--- src/verilog/pcum_consts.vh ---
/*
 constants for the upper port pin multiplexer: register offsets, reset values, bit positions.
 assumes it is included by bare name from design files.
*/
`ifndef PCUM_CONSTS_VH
`define PCUM_CONSTS_VH

// ----------------------------------------
// register offsets (chosen locally)
// ----------------------------------------
`define PCUM_ADDR_W 4
`define PCUM_OFF_PIN 4'h0
`define PCUM_OFF_LAT 4'h1
`define PCUM_OFF_DIR 4'h2
`define PCUM_OFF_CFG 4'h3

// ----------------------------------------
// reset values
// ----------------------------------------
`define PCUM_DIR_RST 8'hff
`define PCUM_LAT_RST 8'h00
`define PCUM_CFG_RST 8'h01

// ----------------------------------------
// configuration register fields
// ----------------------------------------
`define PCUM_CFG_CMP2_SEL 0

// ----------------------------------------
// pin positions
// ----------------------------------------
`define PCUM_PIN_SCLK 3
`define PCUM_PIN_SDAT 4
`define PCUM_PIN_SDO 5
`define PCUM_PIN_TX 6
`define PCUM_PIN_RX 7
`define PCUM_PIN_CMP2 1

`endif

--- src/verilog/pcum_sync.v ---
/*
 two-stage synchroniser for an 8-bit pin level bus.
 assumes pin levels are asynchronous and only the second stage is read.
*/
`timescale 1ns/10ps

module pcum_sync (
  input wire i_ref_clk,
  input wire i_srst,
  input wire [7:0] i_async,
  output wire [7:0] o_sync
);
  reg [7:0] stage1_reg;
  reg [7:0] stage2_reg;

  always @(posedge i_ref_clk) begin
    if (i_srst) begin
      stage1_reg <= 8'h00;
      stage2_reg <= 8'h00;
    end else begin
      stage1_reg <= i_async;
      stage2_reg <= stage1_reg;
    end
  end

  assign o_sync = stage2_reg;
endmodule // pcum_sync

--- src/verilog/pcum_port_mux.v ---
/*
 upper port pin multiplexer: pin, latch and direction registers, peripheral overrides on
 pins 3 to 7, and routing of compare channel two to its default or alternate pin.
 assumes peripheral controls are synchronous to i_ref_clk and that pad Schmitt buffers
 sit outside this block; pin levels arrive through o_pin_oe-resolved pads.
*/
// The implementer's own choices: the register addresses and strobed register access.
//
// How it works
// direction one tristates, zero drives latch
// latch reads return latch, not pins
// reset makes every pin an input
// serial master clock drives pin 3 output
// slave clock in from pin 3
// two-wire clock/data override pins 3, 4
// serial data in from pin 4 input
// serial data out drives pin 5
// async transmitter drives pin 6
// software clears pin 6 direction first
// sync clock on pin 6 out or in
// async receive data from pin 7
// sync data out drives pin 7
// software sets pin 7 direction to receive
// peripheral may override the direction bit
// compare two routed by select bit
// latch eight bits; pin register bit per pin
// inputs Schmitt buffered, outputs digital levels
// latch writes held during override
// pin reads return synchronized pin levels
`timescale 1ns/10ps
`include "pcum_consts.vh"

module pcum_port_mux (
  input wire i_ref_clk,
  input wire i_srst,
  input wire [3:0] i_addr,
  input wire [7:0] i_wdata,
  input wire i_wr,
  input wire i_rd,
  output reg [7:0] o_rdata,
  input wire [7:0] i_pin,
  output reg [7:0] o_pin_out,
  output reg [7:0] o_pin_oe,
  input wire i_ssm_en,
  input wire i_ssm_master,
  input wire i_ssm_twowire,
  input wire i_ssm_smbus,
  input wire i_ssm_sck_out,
  input wire i_ssm_sdo,
  input wire i_ssm_scl_drv_low,
  input wire i_ssm_sda_drv_low,
  output reg o_ssm_sck_in,
  output reg o_ssm_sdi,
  output reg o_ssm_smbus_levels,
  input wire i_esm_en,
  input wire i_esm_sync,
  input wire i_esm_clk_master,
  input wire i_esm_tx,
  input wire i_esm_ck_out,
  input wire i_esm_dt_out,
  input wire i_esm_dt_drive,
  output reg o_esm_rx,
  output reg o_esm_ck_in,
  input wire i_cmp2_out,
  input wire i_cmp2_drive,
  output reg o_cmp2_alt_out,
  output reg o_cmp2_alt_oe,
  output reg o_cmp2_sel
);

  // ----------------------------------------
  // registers
  // ----------------------------------------
  reg [7:0] lat_reg;
  reg [7:0] dir_reg;
  reg [7:0] cfg_reg;
  wire [7:0] pin_sync;
  reg [7:0] out_next;
  reg [7:0] oe_next;
  reg [7:0] rdata_next;

  // pins float asynchronously, so they are synchronized before any read
  pcum_sync u_sync (
    .i_ref_clk(i_ref_clk),
    .i_srst(i_srst),
    .i_async(i_pin),
    .o_sync(pin_sync)
  );

  function hit;
    input [3:0] addr;
    input [3:0] off;
    begin
      hit = (addr == off);
    end
  endfunction

  wire wr_lat;
  wire wr_dir;
  wire wr_cfg;

  // a write to either the pin or latch register lands in the latch
  assign wr_lat = i_wr & (hit(i_addr, `PCUM_OFF_PIN) | hit(i_addr, `PCUM_OFF_LAT));
  assign wr_dir = i_wr & hit(i_addr, `PCUM_OFF_DIR);
  assign wr_cfg = i_wr & hit(i_addr, `PCUM_OFF_CFG);

  always @(posedge i_ref_clk) begin
    if (i_srst) begin
      lat_reg <= `PCUM_LAT_RST;
      dir_reg <= `PCUM_DIR_RST;
      cfg_reg <= `PCUM_CFG_RST;
    end else begin
      if (wr_lat) begin
        lat_reg <= i_wdata; // see
      end
      if (wr_dir) begin
        dir_reg <= i_wdata;
      end
      if (wr_cfg) begin
        cfg_reg <= {7'h00, i_wdata[`PCUM_CFG_CMP2_SEL]};
      end
    end
  end

  // ----------------------------------------
  // read path
  // ----------------------------------------
  always @* begin
    rdata_next = 8'h00;
    if (i_rd) begin
      case (i_addr)
        `PCUM_OFF_PIN: rdata_next = pin_sync; // see
        `PCUM_OFF_LAT: rdata_next = lat_reg;
        `PCUM_OFF_DIR: rdata_next = dir_reg;
        `PCUM_OFF_CFG: rdata_next = cfg_reg;
        default: rdata_next = 8'h00;
      endcase
    end
  end

  // ----------------------------------------
  // pin ownership decode
  // ----------------------------------------
  // a peripheral output claims its pin only while the direction bit reads zero
  function claim;
    input enable;
    input dir_bit;
    begin
      claim = enable & ~dir_bit;
    end
  endfunction

  // a peripheral input hears the pin only while the pin is an input, and rests at
  // its idle level otherwise; for three cycles after the direction bit turns to one it still hears the block's own drive
  function gate_in;
    input dir_bit;
    input level;
    input idle;
    begin
      gate_in = dir_bit ? level : idle;
    end
  endfunction

  wire ssm_twowire_on;
  wire ssm_spi_on;
  wire esm_async_on;
  wire esm_sync_on;
  wire cmp2_claim;
  wire scl_claim;
  wire sda_claim;
  wire sck_claim;
  wire sdo_claim;
  wire ck_claim;
  wire dt_claim;
  reg [2:0] low_out;
  reg [2:0] low_oe;
  reg pin3_out;
  reg pin3_oe;
  reg pin4_out;
  reg pin4_oe;
  reg pin5_out;
  reg pin5_oe;
  reg pin6_out;
  reg pin6_oe;
  reg pin7_out;
  reg pin7_oe;

  assign ssm_twowire_on = i_ssm_en & i_ssm_twowire;
  assign ssm_spi_on = i_ssm_en & ~i_ssm_twowire;
  assign esm_async_on = i_esm_en & ~i_esm_sync;
  assign esm_sync_on = i_esm_en & i_esm_sync;
  // compare two owns pin 1 only when routed there
  assign cmp2_claim = claim(cfg_reg[`PCUM_CFG_CMP2_SEL] & i_cmp2_drive,
    dir_reg[`PCUM_PIN_CMP2]);
  assign scl_claim = claim(ssm_twowire_on, dir_reg[`PCUM_PIN_SCLK]);
  assign sda_claim = claim(ssm_twowire_on, dir_reg[`PCUM_PIN_SDAT]);
  assign sck_claim = claim(ssm_spi_on & i_ssm_master, dir_reg[`PCUM_PIN_SCLK]);
  assign sdo_claim = claim(ssm_spi_on, dir_reg[`PCUM_PIN_SDO]);
  assign ck_claim = claim(esm_sync_on & i_esm_clk_master, dir_reg[`PCUM_PIN_TX]);
  assign dt_claim = claim(esm_sync_on, dir_reg[`PCUM_PIN_RX]);

  // ----------------------------------------
  // pins 0 to 2: port data, compare two on pin 1
  // ----------------------------------------
  always @* begin
    low_out = lat_reg[2:0];
    low_oe = ~dir_reg[2:0];
    if (cmp2_claim) begin
      low_out[`PCUM_PIN_CMP2] = i_cmp2_out;
    end
  end

  // ----------------------------------------
  // pin 3: port data, spi clock or two-wire clock
  // ----------------------------------------
  always @* begin
    pin3_out = lat_reg[`PCUM_PIN_SCLK];
    pin3_oe = ~dir_reg[`PCUM_PIN_SCLK];
    if (scl_claim) begin
      // open-drain: drive low only, released high is the pull-up's job
      pin3_out = 1'b0;
      pin3_oe = i_ssm_scl_drv_low;
    end else if (sck_claim) begin
      pin3_out = i_ssm_sck_out;
    end
  end

  // ----------------------------------------
  // pin 4: port data or two-wire data
  // ----------------------------------------
  always @* begin
    pin4_out = lat_reg[`PCUM_PIN_SDAT];
    pin4_oe = ~dir_reg[`PCUM_PIN_SDAT];
    if (sda_claim) begin
      pin4_out = 1'b0;
      pin4_oe = i_ssm_sda_drv_low;
    end
  end

  // ----------------------------------------
  // pin 5: port data or spi data out
  // ----------------------------------------
  always @* begin
    pin5_out = lat_reg[`PCUM_PIN_SDO];
    pin5_oe = ~dir_reg[`PCUM_PIN_SDO];
    if (sdo_claim) begin
      pin5_out = i_ssm_sdo;
    end
  end

  // ----------------------------------------
  // pin 6: port data, async transmit or sync clock
  // ----------------------------------------
  always @* begin
    pin6_out = lat_reg[`PCUM_PIN_TX];
    pin6_oe = ~dir_reg[`PCUM_PIN_TX];
    if (esm_async_on) begin
      // the value is overridden, the enable is not: software must clear the direction
      pin6_out = i_esm_tx; // see
    end else if (ck_claim) begin
      pin6_out = i_esm_ck_out;
    end
  end

  // ----------------------------------------
  // pin 7: port data or sync data out
  // ----------------------------------------
  always @* begin
    pin7_out = lat_reg[`PCUM_PIN_RX];
    pin7_oe = ~dir_reg[`PCUM_PIN_RX];
    if (dt_claim) begin
      // the module turns the data pin round itself
      pin7_out = i_esm_dt_out;
      pin7_oe = i_esm_dt_drive; // see
    end
  end

  // ----------------------------------------
  // pin assembly
  // ----------------------------------------
  always @* begin
    out_next = {pin7_out, pin6_out, pin5_out, pin4_out, pin3_out, low_out};
    oe_next = {pin7_oe, pin6_oe, pin5_oe, pin4_oe, pin3_oe, low_oe};
  end

  // ----------------------------------------
  // output and peripheral input flops
  // ----------------------------------------
  always @(posedge i_ref_clk) begin
    if (i_srst) begin
      o_rdata <= 8'h00;
      o_pin_out <= 8'h00;
      o_pin_oe <= 8'h00;
      o_ssm_sck_in <= 1'b0;
      o_ssm_sdi <= 1'b0;
      o_ssm_smbus_levels <= 1'b0;
      o_esm_rx <= 1'b1;
      o_esm_ck_in <= 1'b0;
      o_cmp2_alt_out <= 1'b0;
      o_cmp2_alt_oe <= 1'b0;
      o_cmp2_sel <= 1'b1;
    end else begin
      o_rdata <= rdata_next;
      o_pin_out <= out_next;
      o_pin_oe <= oe_next;
      // inputs pass only while the direction bit makes the pin an input
      o_ssm_sck_in <= gate_in(dir_reg[`PCUM_PIN_SCLK], pin_sync[`PCUM_PIN_SCLK],
        1'b0); // see
      o_ssm_sdi <= gate_in(dir_reg[`PCUM_PIN_SDAT], pin_sync[`PCUM_PIN_SDAT],
        1'b0);
      o_ssm_smbus_levels <= i_ssm_twowire & i_ssm_smbus;
      o_esm_rx <= gate_in(dir_reg[`PCUM_PIN_RX], pin_sync[`PCUM_PIN_RX],
        1'b1);
      o_esm_ck_in <= gate_in(dir_reg[`PCUM_PIN_TX], pin_sync[`PCUM_PIN_TX],
        1'b0);
      o_cmp2_sel <= cfg_reg[`PCUM_CFG_CMP2_SEL];
      o_cmp2_alt_out <= cfg_reg[`PCUM_CFG_CMP2_SEL] ? 1'b0 : i_cmp2_out;
      o_cmp2_alt_oe <= !cfg_reg[`PCUM_CFG_CMP2_SEL] & i_cmp2_drive;
    end
  end

endmodule // pcum_port_mux

--- config.mk ---
export PLATFORM = sky130hd
export DESIGN_NAME = pcum_port_mux
export DESIGN_NICKNAME = d
export VERILOG_FILES = /design/src/verilog/pcum_sync.v /design/src/verilog/pcum_port_mux.v
export VERILOG_INCLUDE_DIRS = /design/src /design/src/verilog
export SDC_FILE = /design/constraint.sdc
export NUM_CORES = 1
export LEC_CHECK = 0
export BUFFER_PORTS_ARGS = -buffer_cell sky130_fd_sc_hd__buf_2
export CORE_MARGIN = 1
export CORE_UTILIZATION = 40
export DETAILED_ROUTE_END_ITERATION = 16
export GPL_TIMING_DRIVEN = 0
export PLACE_DENSITY = 0.65
export SLEW_MARGIN = 20
export SYNTH_ARGS = -nofsm -noshare
export SYNTH_HDL_FRONTEND = slang
export SYNTH_HIERARCHICAL = 1
export SYNTH_SLANG_ARGS = --single-unit
--- constraint.sdc ---
create_clock -name i_ref_clk -period 1.96 [get_ports i_ref_clk]
set_clock_uncertainty 0.1 [all_clocks]
set_input_delay 0.392 -clock i_ref_clk [delete_from_list [all_inputs] [get_ports i_ref_clk]]
set_output_delay 0.392 -clock i_ref_clk [all_outputs]
set_load 0.1 [all_outputs]
; Yosys cells after proc, flatten, opt, wreduce, memory -nomap -nowiden
; Index checks and enable logic that the tools add are counted.
[word_totals]
ff_bits = 65
inputBits = 41
out_inout_bits = 32
word_cells = 71
[op_classes]
n_eq_ne = 3
muxes = 10
bitwise = 30
n_reduce_logical = 10
[op_table]
columns = cell, count
row1 = $pmux W8 S4, 1
row2 = $and A1 B1 Y1, 19
row3 = $reduce_or A2 Y1, 8
row4 = $mux W1, 9
row5 = $not A1 Y1, 9
row6 = $eq A4 B2 Y1 const B, 2
row7 = $eq A4 B1 Y1 const B, 1
row8 = $logic_not A4 Y1, 1
row9 = $not A3 Y3, 1
row10 = $logic_not A1 Y1, 1
row11 = $or A1 B1 Y1, 1

; Logic depth before layout (Yosys ltp)
[depth]
word_depth = 5
depth_mapped = 5
mapped_depth_nobuf = 3

; By module
; The synthesis kept the hierarchy.
[by_module_without_submodules]
columns = mod, n_inst, cells_per_inst, area_per_inst_um2, seq_area_each_um2
row1 = pcum_port_mux, 1, 178, 1795.5, 980.9
row2 = pcum_sync, 1, 33, 464.2, 320.3

; Worst setup path before layout
; Ideal clock, no wire load.
[synth_path]
path_type = in2reg
start = in i_addr[0]
end = reg dir_reg[3]
setup_time_ps = 120
arrival_time_ps = 1330
t_required_ps = 1740
path_slack_ps = 410
path_stages = 5
n_path_buf = 2
path_cell_list = buf_6 nor4b_4 buf_6 nand2_4 a211o_1
[synth_via]
elab_chain_len = 2
[synth_rtl]
columns = element, line_no
row1 = "start, declared", pcum_port_mux.v:36  ; input wire [3:0] i_addr,
row2 = $eq A4 B2 Y1, pcum_port_mux.v:94  ; hit = (addr == off);
row3 = $and A1 B1 Y1, pcum_port_mux.v:104  ; assign wr_dir = i_wr & hit(i_addr, `PCUM_OFF_DIR);
row4 = "end signal, assigned", pcum_port_mux.v:110  ; dir_reg <= `PCUM_DIR_RST;
row5 = "end signal, assigned", pcum_port_mux.v:117  ; dir_reg <= i_wdata;
row6 = "end, declared", pcum_port_mux.v:75  ; reg [7:0] dir_reg;
; No other way between the ends.
; A chain may end at the register's enable or synchronous reset.

; Final worst setup path
[layout_path]
start = reg o_rdata[2]
end = out o_rdata[2]
[layout_lines]
columns = element, line_no
row1 = "start, declared", pcum_port_mux.v:40  ; output reg [7:0] o_rdata,
row2 = "start signal, assigned", pcum_port_mux.v:303  ; o_rdata <= rdata_next;
; No word-level cell between the ends.

==> summary.log <==
INFO  clock_tree     worst_setup_hold_path_clk_slew=60ps
INFO  grt            grt_antenna_before_repair=0
INFO  logic_synthesis postSynthAreaPerCell=10.7um2
INFO  logic_synthesis yosys-top-cells-area=dfxtp_1 (58%), nor2_1 (5.3%), mux2i_1 (4.0%)
INFO  logic_synthesis synth_top_family_by_area=simple AND/OR/NAND/NOR gates
INFO  setup_path     timing.setup.critical_path_class=reg -> out
INFO  logic_synthesis synth_compound_area_share=6.76%
INFO  logic_synthesis synthCells=211
INFO  route          dr_total_vias=1749
INFO  layout         multi_input_area=902um2
INFO  placement      place.port_buffers=71
INFO  sta            grt_setup_unrepaired=false
INFO  job            max_cap_violations=0
INFO  grt            track_usage=17.8%
INFO  clock_tree     cts.htree.levels=3
INFO  clock_tree     root_buf_cell=clkbuf_8
INFO  floorplanning  die_width=77.2um
INFO  layout         fillerInstances=524
INFO  setup_path     worst_ep_arrival_time=1070ps
INFO  clock_tree     cts.sinks=65
INFO  power          p_leak=1.33nW
INFO  logic_synthesis synth_cell_type_count=32
INFO  route          ant_nets=0
INFO  power          internal_power=2.03mW
INFO  sta            max_freq=638MHz
INFO  logic_synthesis syn_area=0.00226mm2
INFO  route          drt_pre_antenna_iters=5
INFO  sta            timing.final.crit_period=1570ps
INFO  floorplanning  fp.dieH=77.2um
INFO  layout         finalNetCount=334
INFO  logic_synthesis synth_adder_area_share=0%
INFO  power          combinationalPowerShare=8.9%
INFO  route          viasPerCell=4.73
INFO  power          seq_power_share=51.3%
INFO  logic_synthesis synth-seq-area-share=57.6%
INFO  layout         final_layout_size_suffix_gt1_share=39.3%
INFO  layout         final_core_utilization=52.9%
INFO  placement      post_dp_hpwl=3370um
INFO  grt            largest_net_degree_at_the_start_of_global_routing=11
INFO  floorplanning  num_rows=27
INFO  setup_path     worstPathBufferInverterCount=1
INFO  logic_synthesis post_synth_and_or_nand_nor_area_fraction=24.5%
INFO  setup_path     max_stage_delay=430ps
INFO  clock_tree     worst_skew_pair.late_latency=330ps
INFO  setup_path     timing.reg2reg.worst_path_depth=3
INFO  logic_synthesis synth_top_area_share=57.6%
INFO  power          switching_share=23.7%
INFO  logic_synthesis ys_warn_count=6
INFO  logic_synthesis synthesis.nets=252
INFO  setup_path     crit_path_end_kind=output pin
INFO  power          power_switching=629uW
INFO  clock_tree     cts_buffer_depth=2
INFO  floorplanning  die_area=0.00595mm2
INFO  clock_tree     cts_buffers=9
INFO  setup_path     crit_path_start_kind=register
INFO  placement      finalWeightedCongestion=0.790
INFO  clock_tree     post_cts_resized=0
INFO  setup_path     path_delay_family=buffers and inverters
INFO  setup_path     worst-r2r-setup-slack=710ps
INFO  logic_synthesis synth-seq-cells=65
INFO  logic_synthesis synthMuxAreaShare=8.64%
INFO  sta            timing.final.crit_share=79.9%
INFO  route          finalWirelength=4910um
INFO  route          drc=0
INFO  route          first_iter_violations=100
INFO  floorplanning  core-area=0.00547mm2
INFO  sta            relative_slew_margins=32.0%
INFO  route          final_routed_wire_length_divided_by_cell_count=13.3um
INFO  sta            timing.final.max_slew_violations=0
INFO  setup_path     maximum_net_fanout_on_the_critical_path=1
INFO  setup_path     critical_path_cell_count=1
INFO  grt            grt_pass1_vias=1698
INFO  clock_tree     postCtsSetupBuffers=0
INFO  power          power.clock.fraction=39.8%
INFO  sta            worst_slew_pin_slew=1010ps
INFO  floorplanning  io_pins=73
INFO  setup_path     standard_cell_with_the_maximum_stage_delay_on_the_critical_path=buf_2
INFO  hold_path      hold_path_class=in -> reg
INFO  hold_path      holdPathStages=2
INFO  power          power_density=917mW/mm2
INFO  setup_path     critical_path_required=1470ps
INFO  power          maximum_ir_drop_on_the_vdd_rail=547uV
INFO  sta            timing.final.setup_violations=0
INFO  layout         layout.area.seq=0.00130mm2
INFO  grt            grt_first_pass_wirelength=7970um
INFO  layout         insertedDiodeCount=0
INFO  run_status     run_status=finished, final reports clean
INFO  sta            final_hold_viol_count=0
INFO  setup_path     path_cells=buf_2
INFO  logic_synthesis synth_largest_area_cell=dfxtp_1
INFO  sta            setup-tns-final=0ps
INFO  floorplanning  floorplan.initialDensity=41.3%
INFO  logic_synthesis synthXorXnorAreaFrac=0%
INFO  layout         synthToLayoutAreaGrowth=28.2%
INFO  grt            globalRouteOverflowTotal=0
INFO  clock_tree     tritoncts_clock_tree=done
INFO  clock_tree     hold_buffers=0
layer usage:
metal	part of all wire, %	global-route usage [%]	vias to the layer above
li1	-	-	879
met5	0	0	-
met4	2.1	10.2	0
met3	4.5	4.40	9
met1	44	20.0	805
met2	49	30.3	56
kinds of logic (layout without fill, tap and decap cells):
kind of cell | after synthesis | after routing
mux | 17 | 17
buf+inv | 9 | 96
flops | 65 | 65
compound gates | 23 | 23
simple gates | 97 | 97
final cells by class:
cell class              instances  area share (%)
flip-flops and latches         65            44.9
multi-input cells             137            31.1
repair buffers                 71            12.3
clock buffers                  14            6.30
well taps                      72            3.11
plain buffers                   8            1.81
clock inverters                 2           0.345
inverters                       1           0.130
cells in the mapped netlist:
| cell type | n |
|---|---|
| inv_1 | 1 |
| and2b_2 | 6 |
| nor2_1 | 32 |
| buf_6 | 3 |
| and2_1 | 2 |
| clkbuf_1 | 3 |
| a211o_1 | 3 |
| nand3b_1 | 2 |
| dfxtp_1 | 65 |
| nor4bb_1 | 1 |
| o21ai_0 | 1 |
| and3_2 | 3 |
| nor3_1 | 5 |
| mux2_2 | 7 |
| or4b_1 | 1 |
| buf_1 | 2 |
| nor2b_1 | 6 |
| nor2b_2 | 7 |
| nand4b_1 | 1 |
| nand2_4 | 1 |
| or2_2 | 1 |
| nor3b_1 | 2 |
| nor4b_4 | 2 |
| o221a_2 | 1 |
| a21oi_1 | 10 |
| mux4_1 | 1 |
| nand2_1 | 23 |
| mux2i_1 | 9 |
| a22oi_1 | 7 |
| a21boi_0 | 1 |
| nand4_1 | 1 |
| nand2b_1 | 1 |
path summary, 6_finish.rpt:
kind	from	end
worst min-delay path	i_pin[4]	u_sync/stage1_reg[4]
worst min register to register	dir_reg[2]	o_pin_oe[2]
worst max register to register	dir_reg[3]	o_pin_out[3]
worst max-delay path	o_rdata[2]	o_rdata[2]
power groups by stage:
stage          Clock, mW  Combinational [mW]  Sequential, mW
3_3_place_gp           0               0.235            1.39
5_1_grt             1.15               0.254            1.37
6_report            1.06               0.236            1.36
3_5_place_dp           0               0.237            1.39
4_1_cts             1.09               0.238            1.36
2_1_floorplan          0              0.0840            1.46
per-stage QoR:
step / hold slack, ps / cell area (um2) / setup slack, ps / instances / power (mW)
final: 167 / 2900 / 393 / 370 / 2.66
after floorplan: 295 / 2260 / 410 / 211 / 1.55
after global placement: 319 / 2710 / 118 / 354 / 1.63
after detailed placement: 323 / 2710 / 85.5 / 354 / 1.63
after global routing: 167 / 2900 / 306 / 370 / 2.77
after CTS: 151 / 2900 / 370 / 370 / 2.69
layout by cell type, fill, tap and decap left out, types with 3 or more instances in the layout:
cell type  count
nor3_1         5
a211o_1        3
a22oi_1        7
buf_2         71
nand2_1       23
buf_6          3
clkbuf_1       4
nor2b_2        7
mux2i_1        9
nor2_1        32
nor2b_1        6
dfxtp_1       65
a21oi_1       10
and2b_2        6
mux2_2         7
clkbuf_8      13
and3_2         3
Power figures use the tool's default switching activity.
